===== src/pkg/mle_pkg.sv =====
/*
 * Shared types and constants for the move/logic/rotate execution datapath.
 * Assumes a single clock domain and a synchronous active-high reset.
 */
package mle_pkg;

    localparam int          MLE_DATA_W    = 8;
    localparam int          MLE_ADDR_W    = 8;
    localparam int          MLE_PC_W      = 12;
    localparam int          MLE_STACK_D   = 6;
    localparam logic [7:0]  MLE_ACC_RST   = 8'h00;
    localparam logic [7:0]  MLE_ZERO      = 8'h00;
    localparam logic [7:0]  MLE_ONE       = 8'h01;
    localparam logic [1:0]  MLE_RET_CYC   = 2'h2;
    localparam logic [1:0]  MLE_SKIP_CYC  = 2'h2;
    localparam logic [1:0]  MLE_PLAIN_CYC = 2'h1;
    localparam int          MLE_BIT_MSB   = 7;
    localparam int          MLE_BIT_LSB   = 0;
    localparam int          MLE_NIB_MSB   = 3;

    typedef enum logic [4:0] {
        MLE_OP_NOP,
        MLE_OP_MOV_AM,
        MLE_OP_MOV_AX,
        MLE_OP_MOV_MA,
        MLE_OP_OR_AM,
        MLE_OP_OR_AX,
        MLE_OP_ORM,
        MLE_OP_RET,
        MLE_OP_RET_AX,
        MLE_OP_INTERRUPT_RETURN_OP,
        MLE_OP_RL,
        MLE_OP_RLA,
        MLE_OP_RLC,
        MLE_OP_ROTATE_LEFT_CARRY_TO_ACC_OP,
        MLE_OP_RR,
        MLE_OP_RRA,
        MLE_OP_RRC,
        MLE_OP_ROTATE_RIGHT_CARRY_TO_ACC_OP,
        MLE_OP_SBC,
        MLE_OP_SUBTRACT_BORROW_TO_MEM_OP,
        MLE_OP_SDZ,
        MLE_OP_DECREMENT_SKIP_ZERO_TO_ACC_OP
    } mle_op_t;

    typedef struct packed {
        logic [MLE_PC_W-1:0] pc;
        logic                stack_empty;
    } mle_stack_t;

    typedef struct packed {
        logic       valid;
        mle_op_t    op;
        logic [7:0] addr;
        logic [7:0] imm;
    } mle_instr_t;

    typedef struct packed {
        logic       carry;
        logic       half_carry;
        logic       zero;
        logic       overflow;
    } mle_flags_t;

    typedef struct packed {
        logic       we;
        logic [7:0] addr;
        logic [7:0] wdata;
    } mle_mem_wr_t;

    typedef enum logic [1:0] {
        MLE_ST_EXEC,
        MLE_ST_DUMMY
    } mle_state_t;

endpackage


===== src/verilog/mle_stack.sv =====
/*
 * Return stack holding program counter values.
 * Assumes the caller never pushes when full or pops when empty; such
 * requests are ignored. Top of stack comes out of a register.
 */
module mle_stack
    import mle_pkg::*;
#(
    parameter int DEPTH = MLE_STACK_D,
    parameter int PC_W  = MLE_PC_W
) (
    input  wire logic            mclk,
    input  wire logic            rst,
    input  wire logic            ce,
    input  wire logic            push,
    input  wire logic [PC_W-1:0] push_pc,
    input  wire logic            pop,
    output logic      [PC_W-1:0] top_pc,
    output logic                 empty
);

    typedef struct packed {
        logic [DEPTH-1:0][PC_W-1:0] mem;
        logic [3:0]                 cnt;
        logic [PC_W-1:0]            top;
    } mle_stk_state_t;

    mle_stk_state_t s_r;
    mle_stk_state_t s_nxt;

    always_comb begin
        s_nxt = s_r;
        if (push && (s_r.cnt < 4'(DEPTH))) begin
            s_nxt.mem[s_r.cnt[2:0]] = push_pc;
            s_nxt.cnt = s_r.cnt + 4'h1;
            s_nxt.top = push_pc;
        end else if (pop && (s_r.cnt != 4'h0)) begin
            s_nxt.cnt = s_r.cnt - 4'h1;
            // Top after pop is the entry below; read out registered
            if (s_r.cnt > 4'h1) begin
                s_nxt.top = s_r.mem[3'(s_r.cnt - 4'h2)];
            end else begin
                s_nxt.top = '0;
            end
        end
    end

    always_ff @(posedge mclk) begin
        if (rst) begin
            s_r <= '0;
        end else if (ce) begin
            s_r <= s_nxt;
        end
    end

    assign top_pc = s_r.top;
    assign empty  = (s_r.cnt == 4'h0);

endmodule


===== src/verilog/mle_exec.sv =====
/*
 * Execution datapath for moves, OR, returns, rotates, subtract with
 * borrow and decrement-and-skip of an 8-bit microcontroller.
 * Assumes the instruction arrives with its memory operand already read
 * (mem_rdata) in the same cycle; memory writes leave as a registered
 * strobe. Program-counter sequencing outside this block follows pc_load
 * and discard pulses.
 */
// What this block does
// - Memory to accumulator move, flags kept
// - Immediate byte loads accumulator, flags kept
// - Accumulator written to memory, flags kept
// - No-op only advances program counter
// - OR with memory or immediate, zero only
// - Return pops PC, two cycles
// - Return with immediate loads it into accumulator
// - Interrupt return pops PC, enables interrupts
// - Rotate left, bit 7 into bit 0
// - Rotate left through carry, carry only
// - Rotate right, bit 0 into bit 7
// - Rotate right through carry, carry only
// - Accumulator rotates leave memory untouched
// - Subtract borrow: acc plus not m plus carry
// - Memory form writes difference to memory
// - Decrement memory, skip on zero, two cycles when skipping
// - Accumulator decrement-skip leaves memory alone
module mle_exec
    import mle_pkg::*;
#(
    parameter int PC_W        = MLE_PC_W,
    parameter int STACK_DEPTH = MLE_STACK_D
) (
    input  wire logic             mclk,
    input  wire logic             rst,
    input  wire logic             ce,
    input  wire mle_instr_t       instr,
    input  wire logic [7:0]       mem_rdata,
    input  wire logic [PC_W-1:0]  pc_in,
    input  wire logic             call_push,
    input  wire logic             gie_clear,
    output mle_mem_wr_t           mem_wr,
    output logic [7:0]            accumulator_reg,
    output mle_flags_t            flags,
    output logic                  global_interrupt_enable,
    output logic [PC_W-1:0]       pc_out,
    output logic                  pc_load,
    output logic                  pc_advance,
    output logic                  discard_next,
    output logic                  busy
);

    typedef struct packed {
        mle_state_t      st;
        logic [7:0]      acc;
        mle_flags_t      fl;
        logic            gie;
        mle_mem_wr_t     wr;
        logic [PC_W-1:0] pc;
        logic            pc_ld;
        logic            pc_adv;
        logic            discard;
        logic            busy;
        logic            pend_pc;
    } mle_exec_state_t;

    mle_exec_state_t s_r;
    mle_exec_state_t s_nxt;

    logic            stk_pop;
    logic [PC_W-1:0] stk_top;
    logic            stk_empty;

    logic [8:0]      sbc_sum;
    logic [4:0]      sbc_low;
    logic [7:0]      m_n;
    logic [7:0]      dec_val;
    logic [7:0]      or_val;
    logic [7:0]      res;
    logic            upd_z;

    mle_stack #(
        .DEPTH (STACK_DEPTH),
        .PC_W  (PC_W)
    ) u_stack (
        .mclk    (mclk),
        .rst     (rst),
        .ce      (ce),
        .push    (call_push),
        .push_pc (pc_in),
        .pop     (stk_pop),
        .top_pc  (stk_top),
        .empty   (stk_empty)
    );

    // Pop in the first return cycle; the popped top is registered and
    // used in the second cycle, which is why returns take two cycles.
    always_comb begin
        stk_pop = 1'b0;
        if (s_r.st == MLE_ST_EXEC && instr.valid) begin
            case (instr.op)
                MLE_OP_RET, MLE_OP_RET_AX, MLE_OP_INTERRUPT_RETURN_OP: stk_pop = 1'b1;
                default: stk_pop = 1'b0;
            endcase
        end
    end

    always_comb begin
        m_n     = ~mem_rdata;
        sbc_sum = {1'b0, s_r.acc} + {1'b0, m_n} + {8'h00, s_r.fl.carry};
        // Half carry is the carry out of bit 3 of the same sum
        sbc_low = {1'b0, s_r.acc[MLE_NIB_MSB:0]} + {1'b0, m_n[3:0]}
                + {4'h0, s_r.fl.carry};
        dec_val = mem_rdata - MLE_ONE;
        or_val  = s_r.acc | (instr.op == MLE_OP_OR_AX ? instr.imm
                                                       : mem_rdata);
    end

    always_comb begin
        s_nxt         = s_r;
        s_nxt.wr.we   = 1'b0;
        s_nxt.pc_ld   = 1'b0;
        s_nxt.pc_adv  = 1'b0;
        s_nxt.discard = 1'b0;
        res           = MLE_ZERO;
        upd_z         = 1'b0;
        // Interrupt entry clears the enable; a return from interrupt in
        // the same cycle sets it again further down and so wins
        if (gie_clear) begin
            s_nxt.gie = 1'b0;
        end
        case (s_r.st)
            MLE_ST_DUMMY: begin
                // Dummy cycle for a skip or second cycle of a return
                s_nxt.st   = MLE_ST_EXEC;
                s_nxt.busy = 1'b0;
                // Return address was latched in the first cycle
                if (s_r.pend_pc) begin
                    s_nxt.pc_ld   = 1'b1;
                    s_nxt.pend_pc = 1'b0;
                end
            end
            MLE_ST_EXEC: begin
                if (instr.valid) begin
                    s_nxt.pc_adv = 1'b1;
                    s_nxt.wr.addr = instr.addr;
                    case (instr.op)
                        MLE_OP_NOP: begin
                            s_nxt.pc_adv = 1'b1;
                        end
                        MLE_OP_MOV_AM: s_nxt.acc = mem_rdata;
                        MLE_OP_MOV_AX: s_nxt.acc = instr.imm;
                        MLE_OP_MOV_MA: begin
                            s_nxt.wr.we    = 1'b1;
                            s_nxt.wr.wdata = s_r.acc;
                        end
                        MLE_OP_OR_AM, MLE_OP_OR_AX: begin
                            res       = or_val;
                            s_nxt.acc = res;
                            upd_z     = 1'b1;
                        end
                        MLE_OP_ORM: begin
                            res            = s_r.acc | mem_rdata;
                            s_nxt.wr.we    = 1'b1;
                            s_nxt.wr.wdata = res;
                            upd_z          = 1'b1;
                        end
                        MLE_OP_RET, MLE_OP_RET_AX, MLE_OP_INTERRUPT_RETURN_OP: begin
                            s_nxt.st      = MLE_ST_DUMMY;
                            s_nxt.busy    = 1'b1;
                            s_nxt.pend_pc = 1'b1;
                            s_nxt.pc_adv  = 1'b0;
                            // Latch the return address now: the pop
                            // moves the stack top before the second
                            // cycle. An empty stack returns to zero and
                            // the underflow is not reported.
                            s_nxt.pc      = stk_empty ? '0 : stk_top;
                            if (instr.op == MLE_OP_RET_AX) begin
                                s_nxt.acc = instr.imm;
                            end
                            if (instr.op == MLE_OP_INTERRUPT_RETURN_OP) begin
                                s_nxt.gie = 1'b1;
                            end
                        end
                        MLE_OP_RL, MLE_OP_RLA: begin
                            res = {mem_rdata[6:0],
                                   mem_rdata[MLE_BIT_MSB]};
                        end
                        MLE_OP_RLC, MLE_OP_ROTATE_LEFT_CARRY_TO_ACC_OP: begin
                            res = {mem_rdata[6:0], s_r.fl.carry};
                            s_nxt.fl.carry = mem_rdata[MLE_BIT_MSB];
                        end
                        MLE_OP_RR, MLE_OP_RRA: begin
                            res = {mem_rdata[MLE_BIT_LSB],
                                   mem_rdata[7:1]};
                        end
                        MLE_OP_RRC, MLE_OP_ROTATE_RIGHT_CARRY_TO_ACC_OP: begin
                            res = {s_r.fl.carry, mem_rdata[7:1]};
                            s_nxt.fl.carry = mem_rdata[MLE_BIT_LSB];
                        end
                        MLE_OP_SBC, MLE_OP_SUBTRACT_BORROW_TO_MEM_OP: begin
                            res = sbc_sum[7:0];
                            s_nxt.fl.carry      = sbc_sum[8];
                            s_nxt.fl.half_carry = sbc_low[4];
                            s_nxt.fl.overflow   =
                                (s_r.acc[7] == m_n[7]) &&
                                (res[7] != s_r.acc[7]);
                            upd_z = 1'b1;
                        end
                        MLE_OP_SDZ, MLE_OP_DECREMENT_SKIP_ZERO_TO_ACC_OP: begin
                            // Flags untouched; only the skip reacts to
                            // a zero result
                            res = dec_val;
                            if (dec_val == MLE_ZERO) begin
                                s_nxt.st      = MLE_ST_DUMMY;
                                s_nxt.busy    = 1'b1;
                                s_nxt.discard = 1'b1;
                            end
                        end
                        default: s_nxt.pc_adv = 1'b1;
                    endcase
                    // Destination selection for the rotate/arith group
                    case (instr.op)
                        MLE_OP_RL, MLE_OP_RLC, MLE_OP_RR, MLE_OP_RRC,
                        MLE_OP_SDZ, MLE_OP_SUBTRACT_BORROW_TO_MEM_OP: begin
                            s_nxt.wr.we    = 1'b1;
                            s_nxt.wr.wdata = res;
                        end
                        MLE_OP_RLA, MLE_OP_ROTATE_LEFT_CARRY_TO_ACC_OP, MLE_OP_RRA, MLE_OP_ROTATE_RIGHT_CARRY_TO_ACC_OP,
                        MLE_OP_DECREMENT_SKIP_ZERO_TO_ACC_OP, MLE_OP_SBC: begin
                            s_nxt.acc = res;
                        end
                        default: begin
                        end
                    endcase
                    if (upd_z) begin
                        s_nxt.fl.zero = (res == MLE_ZERO);
                    end
                end
            end
            default: s_nxt.st = MLE_ST_EXEC;
        endcase
    end

    always_ff @(posedge mclk) begin
        if (rst) begin
            s_r     <= '0;
            s_r.acc <= MLE_ACC_RST;
            s_r.st  <= MLE_ST_EXEC;
        end else if (ce) begin
            s_r <= s_nxt;
        end
    end

    assign mem_wr                  = s_r.wr;
    assign accumulator_reg         = s_r.acc;
    assign flags                   = s_r.fl;
    assign global_interrupt_enable = s_r.gie;
    assign pc_out                  = s_r.pc;
    assign pc_load                 = s_r.pc_ld;
    assign pc_advance              = s_r.pc_adv;
    assign discard_next            = s_r.discard;
    assign busy                    = s_r.busy;

endmodule


===== config.mk =====
export PLATFORM = sky130hd
export DESIGN_NAME = mle_exec
export DESIGN_NICKNAME = d
export VERILOG_FILES = /design/src/pkg/mle_pkg.sv /design/src/verilog/mle_stack.sv /design/src/verilog/mle_exec.sv
export SDC_FILE = /design/constraint.sdc
export NUM_CORES = 1
export LEC_CHECK = 0
export BUFFER_PORTS_ARGS = -buffer_cell sky130_fd_sc_hd__buf_4
export CORE_AREA = 4 4 138 140
export DETAILED_ROUTE_END_ITERATION = 10
export DIE_AREA = 0 0 142 144
export PLACE_DENSITY_LB_ADDON = 0.08
export SYNTH_ARGS = -nofsm -noshare
export SYNTH_HDL_FRONTEND = slang
export SYNTH_SLANG_ARGS = --single-unit
export TNS_END_PERCENT = 30

===== constraint.sdc =====
create_clock -name mclk -period 2.6 [get_ports mclk]
set_input_delay 0.52 -clock mclk [delete_from_list [all_inputs] [get_ports mclk]]
set_output_delay 0.52 -clock mclk [all_outputs]
set_load 0.05 [all_outputs]

== Word level (Yosys, flattened, before mapping) ==
Index checks and enable logic that the tools add are counted.

* Register bits: 137
* Input bits: 47
* Output and inout bits: 46
* Logic and storage cells: 156

* Add/sub/neg operators: 8
* $lt $le $gt $ge: 5
* Equality and inequality tests: 29
* Multiplexer cells: 48
* Bitwise logic cells: 3
* Reduce and logical (&&, ||, !) cells: 39

{| class="wikitable"
|+ Operators with widths
! kind !! number
|-
| $bwmux 72 || 1
|-
| $pmux 8 s8 || 1
|-
| $mux 12 || 5
|-
| $mux 8 || 6
|-
| $mux 44 || 1
|-
| $eq 5x4->1 const B || 8
|-
| $bmux 12 s3 || 1
|-
| $demux 12 s3 || 1
|-
| $mux 16 || 2
|-
| $pmux 8 s4 || 1
|-
| $eq 5x5->1 const B || 6
|-
| $mux 30 || 1
|-
| $reduce_and 4->1 || 7
|-
| $eq 5x3->1 const B || 4
|-
| $mux 1 || 18
|-
| $logic_not 8->1 || 2
|-
| $or 8x8->8 || 2
|-
| $pmux 8 s2 || 1
|-
| $reduce_or 2->1 || 8
|-
| $reduce_or 6->1 || 2
|-
| $eq 5x2->1 const B || 2
|-
| $reduce_and 5->1 || 2
|-
| $add 8x8->9 || 1
|-
| $add 9x1->9 || 1
|-
| 35 further kinds || 48
|}

== Depth between registers and ports, before layout ==
Gate-level depths: netlist of the first run.

* Depth in word-level cells: 10
* Depth in mapped cells: 12
* Mapped depth without buffers: 11

== By module ==
A second synthesis of the first run with hierarchy kept.

* Cells, all modules: 913
* Area total of the unflattened synthesis: 8094.0 um^2

{| class="wikitable"
|+ By module, submodules not included
! module !! instances !! cells an instance !! area an instance (um^2) !! seq. area each (um^2)
|-
| mle_stack || 1 || 414 || 4237.8 || 1761.7
|-
| mle_exec || 1 || 499 || 3856.2 || 960.9
|}

== Least setup slack after synthesis of the first run ==
OpenSTA, ideal clock, no wires.

* Kind: input-to-reg
* From: in mem_rdata[2]
* To: reg s_r, in the netlist accumulator_reg[5]
* Arrival: 2.639 ns
* Required time: 2.483 ns
* Slack: -0.156 ns
* Stages: 10
* Path buffers: 1
* Path through: clkbuf_1 -> inv_1 -> ha_1 -> nor3b_2 -> nor3_1 -> o311ai_2 -> xor2_1 -> o221ai_1 -> mux2_2 -> a22o_1

* Cells in the longest elaborated chain, start to end: 7
* Elaborated cells between the ends (all ways): 8
* Classes of those cells: add/sub: 3; mux: 4; bitwise: 1

{| class="wikitable"
|+ Ends and longest elaborated chain
! item !! RTL line !! text
|-
| from (decl) || mle_exec.sv:37 || <nowiki>input wire logic [7:0] mem_rdata,</nowiki>
|-
| $not 8->8 || mle_exec.sv:108 || <nowiki>m_n = ~mem_rdata;</nowiki>
|-
| $add 8x8->9 || mle_exec.sv:109 || <nowiki>sbc_sum = {1'b0, s_r.acc} + {1'b0, m_n} + {8'h00, s_r.fl.carry};</nowiki>
|-
| $add 9x1->9 || mle_exec.sv:109 ||
|-
| $pmux 8 s8 * || mle_exec.sv:146 || <nowiki>case (instr.op)</nowiki>
|-
| $mux 8 * || mle_exec.sv:143 || <nowiki>if (instr.valid) begin</nowiki>
|-
| $mux 8 * || mle_exec.sv:131 || <nowiki>case (s_r.st)</nowiki>
|-
| $mux 8 * || mle_exec.sv:222 || <nowiki>case (instr.op)</nowiki>
|-
| to (signal assigned) || mle_exec.sv:250 || <nowiki>s_r <= s_nxt;</nowiki>
|-
| to (decl) || mle_exec.sv:66 || <nowiki>mle_exec_state_t s_r;</nowiki>
|}

Mark *: on every way between the ends. The rest lies on a longest branch, timed or not. The select of a mux whose other input is x is not followed.
A chain may end at the register's enable or synchronous reset.

== Final worst setup path of the first run ==
* From: reg s_r, in the netlist flags[3]
* To: reg s_r, in the netlist flags[1]

* Cells in the longest elaborated chain, start to end: 5

{| class="wikitable"
|+ Ends and longest elaborated chain
! item !! RTL line !! text
|-
| $add 9x1->9 || mle_exec.sv:109 ||
|-
| $pmux 8 s8 * || mle_exec.sv:146 ||
|-
| $mux 8 * || mle_exec.sv:143 ||
|-
| $mux 8 * || mle_exec.sv:131 ||
|-
| $logic_not 8->1 * || mle_exec.sv:236 || <nowiki>s_nxt.fl.zero = (res == MLE_ZERO);</nowiki>
|}

Marked as above.

==> impl_metrics.ini, run 1 <==
[worst_setup_path]
cp-end-kind = flop
critical_path_arrival_ps = 2890
crit_path_frequent_cell = sky130_fd_sc_hd__fa_2
worstPathBufferInverterCount = 1
crit_path_max_incr_delay_ps = 550
kind_of_cell_adding_the_most_delay_to_the_critical_path = simple AND/OR/NAND/NOR gates
cp_slowest_cell = sky130_fd_sc_hd__or4b_4
crit_chain = fa_2 -> inv_2 -> fa_2 -> xnor2_2 -> o2bb2ai_2 -> or4b_4 -> nand3b_1 -> nor4_4 -> a41o_1
critPathKind = reg -> reg
worstSetupStartpointType = flop
r2r_slack_ps = 70
cp_max_fo = 3
crit_required_ps = 2960

[die]
start_util_pct = 44.0
placement_rows = 49
boundaryPins = 93
floorplan.core_area_mm2 = 0.0178
die_height_um = 144
die_area_mm2 = 0.0204
die_w_um = 142

[power]
power_density_mw_per_mm2 = 598
worst_ir_drop_vdd_v = 0.000474
power.leakage_nw = 4.34
fin_total_pwr_mw = 5.69

[final_layout]
layout-area-overhead-vs-synth_pct = 21.5
total_nets_final = 1056
cell_count_final_fillers_out = 1225
layout.cells.most_common = sky130_fd_sc_hd__buf_4
finish.instance_area_mm2 = 0.00952
registers.top_by_ff_count = u_stack.s_r
layout.area.seq_mm2 = 0.00273
insertedDiodeCount = 0
layout-drive-gt1-share_pct = 27.6
flip_flop_count_of_the_largest_register_after_layout = 76
filler_cell_count = 1635
final_cell_mix = sky130_fd_sc_hd__buf_4 (176), sky130_fd_sc_hd__nor2_1 (147), sky130_fd_sc_hd__dfxtp_1 (134)
multi_input_logic_area_mm2 = 0.00441

[cts]
worstSkewPairLatency_ps = 420
ctsHtreeMaxLevel = 4
clkSlewWorstSetupHoldPaths_ps = 70
cts_tree = done
clk_path_buf_depth = 2
clk_root_buffer_cell = sky130_fd_sc_hd__clkbuf_16
cts_sinks = 136
cts_buffers = 17
post_cts_hold_buffer_count = 0

[synth]
avgSynthCellArea_um2 = 8.81
synth_cells = 890
synth_seq_cells = 136
ys.flop_type = sky130_fd_sc_hd__dfxtp_1
mappedNetlistArea_mm2 = 0.00784
synth.top_cells.by_area = sky130_fd_sc_hd__dfxtp_1 (35%), sky130_fd_sc_hd__mux2i_1 (11%), sky130_fd_sc_hd__nor2_1 (7.0%)
synth_top_cell_by_area = sky130_fd_sc_hd__dfxtp_1
mappedNetlistNets = 963
number_of_enable_flip_flop_cells_after_synthesis = 0
ys.warnings.count = 0
synth_sequential_area_ratio_pct = 34.7
synthDistinctLibCells = 74
yosys.area.top_type_share_pct = 34.7
synthArstFlopShare_pct = 0

[outcome]
outcome = complete, no violations

[placement]
portbufs = 92
place_congestion = 0.914
hpwlAfterDp_um = 16900
dp_cells = 1193
dpl-instance-area_mm2 = 0.00886

[route]
route.final.wire_length_um = 22400
antenna_violation_net_count_after_detailed_routing = 0
drt_iter0_markers = 427
detail_route.first_pass.iterations = 6
avgRoutedWirePerCell_um = 18.3
via_count = 6665
remaining_routing_drc_violations = 0
detail_route.vias_per_cell = 5.44

[timing]
rsz_0062_raised_after_global_routing = true
max-slew-margin-rel_pct = 46.9
maxClockFrequency_mhz = 396
finalCriticalPeriod_ps = 2530
final-hold-violation-count = 0
clock_skew_ps = 10.4
fin_crit_sh_pct = 97.2
hold_ws_ps = 349
maxSlewViolCount = 0
setup_violations = 0
tightest_slew_ps = 790

[global_route]
first_pass_grt_wire_length_um = 35900
grtUsageTotal_pct = 22.2
grt_max_degree = 118
initial_antenna_violation_count = 0
first_global_vias = 6778
grt_overflow_total = 0

[job]
timing.max_cap.violations = 0

[hold_path]
holdCritPathClass = in -> reg
==> stage by stage <==
step	setup WS (ps)	util, %	TNS, ps
global route	-6.94	53.4	-6.94
floorplan	-32.1	-	-33.5
CTS	36.2	53.1	0
global placement	-229	49.7	-977
finish	71.7	53.4	0
detailed placement	-272	49.7	-1210
==> cell usage after synthesis (all sizes together) (19+ instances only) <==
cell type and count:
a211oi 28, a21oi 76, a22oi 19, buf 76, clkbuf 28, dfxtp 136, ha 24, inv 28
mux2i 84, nand2 50, nand3 19, nor2 148
==> routing by layer <==
| layer | vias to the layer above | part of all wire (%) | GRT usage, % |
|---|---|---|---|
| met5 | - | 0 | 0 |
| met4 | 0 | 3.4 | 9.90 |
| met3 | 43 | 4.2 | 3.87 |
| met2 | 178 | 50 | 38.6 |
| met1 | 3153 | 43 | 26.9 |
| li1 | 3291 | - | - |
==> worst paths after layout <==
path / from / end / depth (start not counted)
worst max-delay path: flags[3]$_SDFFE_PP0P_ / flags[1]$_SDFFE_PP0P_ / 9
worst min-delay path: instr[13] / mem_wr[13]$_SDFFE_PP0P_ / 3
worst max register to register: flags[3]$_SDFFE_PP0P_ / flags[1]$_SDFFE_PP0P_ / 9
worst min register to register: pc_out[10]$_SDFFE_PP0P_ / pc_out[10]$_SDFFE_PP0P_ / 2
==> where the power goes <==
part / switching, mW / total, mW / internal [mW]
sequential: 0.0484 / 2.20 / 2.15
combinational: 0.566 / 0.962 / 0.396
clock: 1.01 / 2.53 / 1.53
total: 1.62 / 5.69 / 4.07
==> final cells by class <==
cell class                      count  share of cell area (%)
Clock buffer                       17                    4.47
Clock inverter                     15                    1.94
Inverter                           28                    1.13
Multi-Input combinational cell    621                    46.3
Sequential cell                   136                    28.6
Tap cell                          229                    3.01
Timing Repair Buffer              179                    14.5
==> what timing repair did <==
action	4_1_cts	5_1_grt
pin swaps	0	3
setup endpoints to repair	1	4
setup buffers	0	0
gates resized for setup	1	10
cloned	0	0
==> tightest hold or removal path, delay by kind of cell <==
family	cells	cell delay (ps)
buffers and inverters	1	110
AOI/OAI and AO/OA	1	50
and+or+nand+nor	1	40
==> cells by family (layout without fill, tap and decap cells) <==
logic type	count (synthesis)	after routing	share of synthesized area [%]
xor+xnor	15	15	1.68
fa+ha+maj	26	26	4.34
mux	112	112	16.5
simple gates	273	273	16.1
flops	136	136	34.7
buf+inv	133	239	9.78
compound gates	195	195	16.9
No activity file was read; power rests on OpenSTA's default activity.
==> inputs of run 2 (changes only) <==
==> constraint.sdc (replaced) <==
create_clock -name mclk -period 3.1 [get_ports mclk]
set_input_delay 0.62 -clock mclk [delete_from_list [all_inputs] [get_ports mclk]]
set_output_delay 0.62 -clock mclk [all_outputs]
set_load 0.05 [all_outputs]
==> impl_metrics.ini, run 2 (synthesis gave the netlist of run 1 again) <==
[route]
via_count = 6501
detail_route.first_pass.iterations = 5
drt_iter0_markers = 440
remaining_routing_drc_violations = 0
antenna_violation_net_count_after_detailed_routing = 0
route.final.wire_length_um = 22500
detail_route.vias_per_cell = 5.56
avgRoutedWirePerCell_um = 19.2

[worst_setup_path]
cp_max_fo = 3
cp-end-kind = flop
critical_path_arrival_ps = 3030
worstSetupStartpointType = flop
crit_required_ps = 3420
critPathKind = reg -> reg

[power]
power.sequential.fraction_pct = 38.1
worst_ir_drop_vdd_v = 0.000394
swShare_pct = 27.4
cellInternalPower_mw = 3.52
power.leakage_nw = 4.07
power_density_mw_per_mm2 = 534
pwr-share-clk_pct = 46.7
switchingPower_mw = 1.33
pwr-share-comb_pct = 15.3

[final_layout]
cell_count_final_fillers_out = 1170
flip_flop_count_of_the_largest_register_after_layout = 76
layout.cells.most_common = sky130_fd_sc_hd__nor2_1
total_nets_final = 1001
layout-area-overhead-vs-synth_pct = 15.5
final_cell_mix = sky130_fd_sc_hd__nor2_1 (147), sky130_fd_sc_hd__dfxtp_1 (136), sky130_fd_sc_hd__buf_4 (123)
registers.top_by_ff_count = u_stack.s_r
layout-drive-gt1-share_pct = 21.9
insertedDiodeCount = 0

[die]
boundaryPins = 93
placement_rows = 49
die_w_um = 142
start_util_pct = 44.0
floorplan.core_area_mm2 = 0.0178
die_height_um = 144
die_area_mm2 = 0.0204

[cts]
clk_root_buffer_cell = sky130_fd_sc_hd__clkbuf_16
clkSlewWorstSetupHoldPaths_ps = 60
cts_buffers = 17
ctsHtreeMaxLevel = 4
cts_post_setup_buffers_inserted = 0
post_cts_resized = 0
clk_path_buf_depth = 2
post_cts_hold_buffer_count = 0
worstSkewPairLatency_ps = 420
cts_tree = done
cts_sinks = 136

[hold_path]
holdCritPathClass = in -> reg

[timing]
final-hold-violation-count = 0
tightest_slew_ps = 1050
maxSlewViolCount = 0
clock_skew_ps = 6.30
rsz_0062_raised_after_global_routing = false
finalCriticalPeriod_ps = 2710
max-slew-margin-rel_pct = 29.7
setup_violations = 0
maxClockFrequency_mhz = 369
fin_crit_sh_pct = 87.4
timing.setup.tns_ps = 0

[placement]
place_congestion = 0.910
hpwlAfterDp_um = 16300
portbufs = 92
dp_cells = 1138

[global_route]
grtUsageTotal_pct = 22.0
grt_max_degree = 119
initial_antenna_violation_count = 0
first_global_vias = 6416
grt_overflow_total = 0
first_pass_grt_wire_length_um = 35100

[outcome]
outcome = complete, no violations

[job]
timing.max_cap.violations = 0
==> run 2: changes by cell type in the layout (fill, tap and decap cells not counted), sizes merged <==
cell / change
buf: -55
inv: -4
bufinv: +2
clkinv: +2
clkbuf: +1
clkinvlp: -1
==> run 2: power by group through the flow <==
stage	registers (mW)	logic (mW)	clock network (mW)
after global routing	1.85	0.804	2.39
after global placement	1.88	0.728	0
after CTS	1.84	0.740	2.30
final	1.84	0.739	2.26
after floorplan	1.87	0.530	0
after detailed placement	1.88	0.735	0
==> run 2: routing by layer <==
metal  track usage (%)  vias to the layer above  routed length (um)
met2              38.0                      168               11100
met3              4.53                       39                 946
met1              27.1                     3110                9850
li1                  -                     3184                   -
met5                 0                        -                   0
met4              8.28                        0                 578
==> run 2: worst max-delay path: stages, from the launching register on <==
cell,delay [ps]
sky130_fd_sc_hd__dfxtp_1,400
sky130_fd_sc_hd__fa_1,220
sky130_fd_sc_hd__inv_1,60
sky130_fd_sc_hd__fa_1,410
sky130_fd_sc_hd__o21ba_2,240
sky130_fd_sc_hd__nor4_1,260
sky130_fd_sc_hd__nor3_1,130
sky130_fd_sc_hd__xnor2_1,160
sky130_fd_sc_hd__o2111ai_1,210
sky130_fd_sc_hd__mux2_2,330
sky130_fd_sc_hd__a22o_1,190
==> run 2: worst paths after layout <==
check / start / to / slack (ps) / cells after the start
max: accumulator_reg[0]$_SDFFE_PP0P_ / accumulator_reg[6]$_SDFFE_PP0P_ / 390 / 10
min: instr[8] / mem_wr[8]$_SDFFE_PP0P_ / 440 / 3
min reg2reg: mem_wr[10]$_SDFFE_PP0P_ / mem_wr[10]$_SDFFE_PP0P_ / 460 / 2
max reg2reg: accumulator_reg[0]$_SDFFE_PP0P_ / accumulator_reg[6]$_SDFFE_PP0P_ / 390 / 10
==> run 2: final cells by class <==
| class | instances | area [um^2] |
|---|---|---|
| Multi-Input combinational cell | 621 | 4350 |
| Inverter | 28 | 105 |
| Clock buffer | 18 | 429 |
| Timing Repair Buffer | 124 | 943 |
| Sequential cell | 136 | 2720 |
| Fill cell | 1747 | 8780 |
| Clock inverter | 14 | 220 |
| Tap cell | 229 | 287 |
==> run 2: stage by stage <==
step	worst slack (ps)	hold slack [ps]	cell area [um^2]	power, mW	util [%]
detailed placement	16.1	449	8410	2.62	47.1
finish	391	441	9060	4.84	50.8
CTS	423	431	9060	4.88	50.8
global route	275	433	9060	5.04	50.8
floorplan	244	430	7840	2.40	-
global placement	78.2	443	8410	2.61	47.1
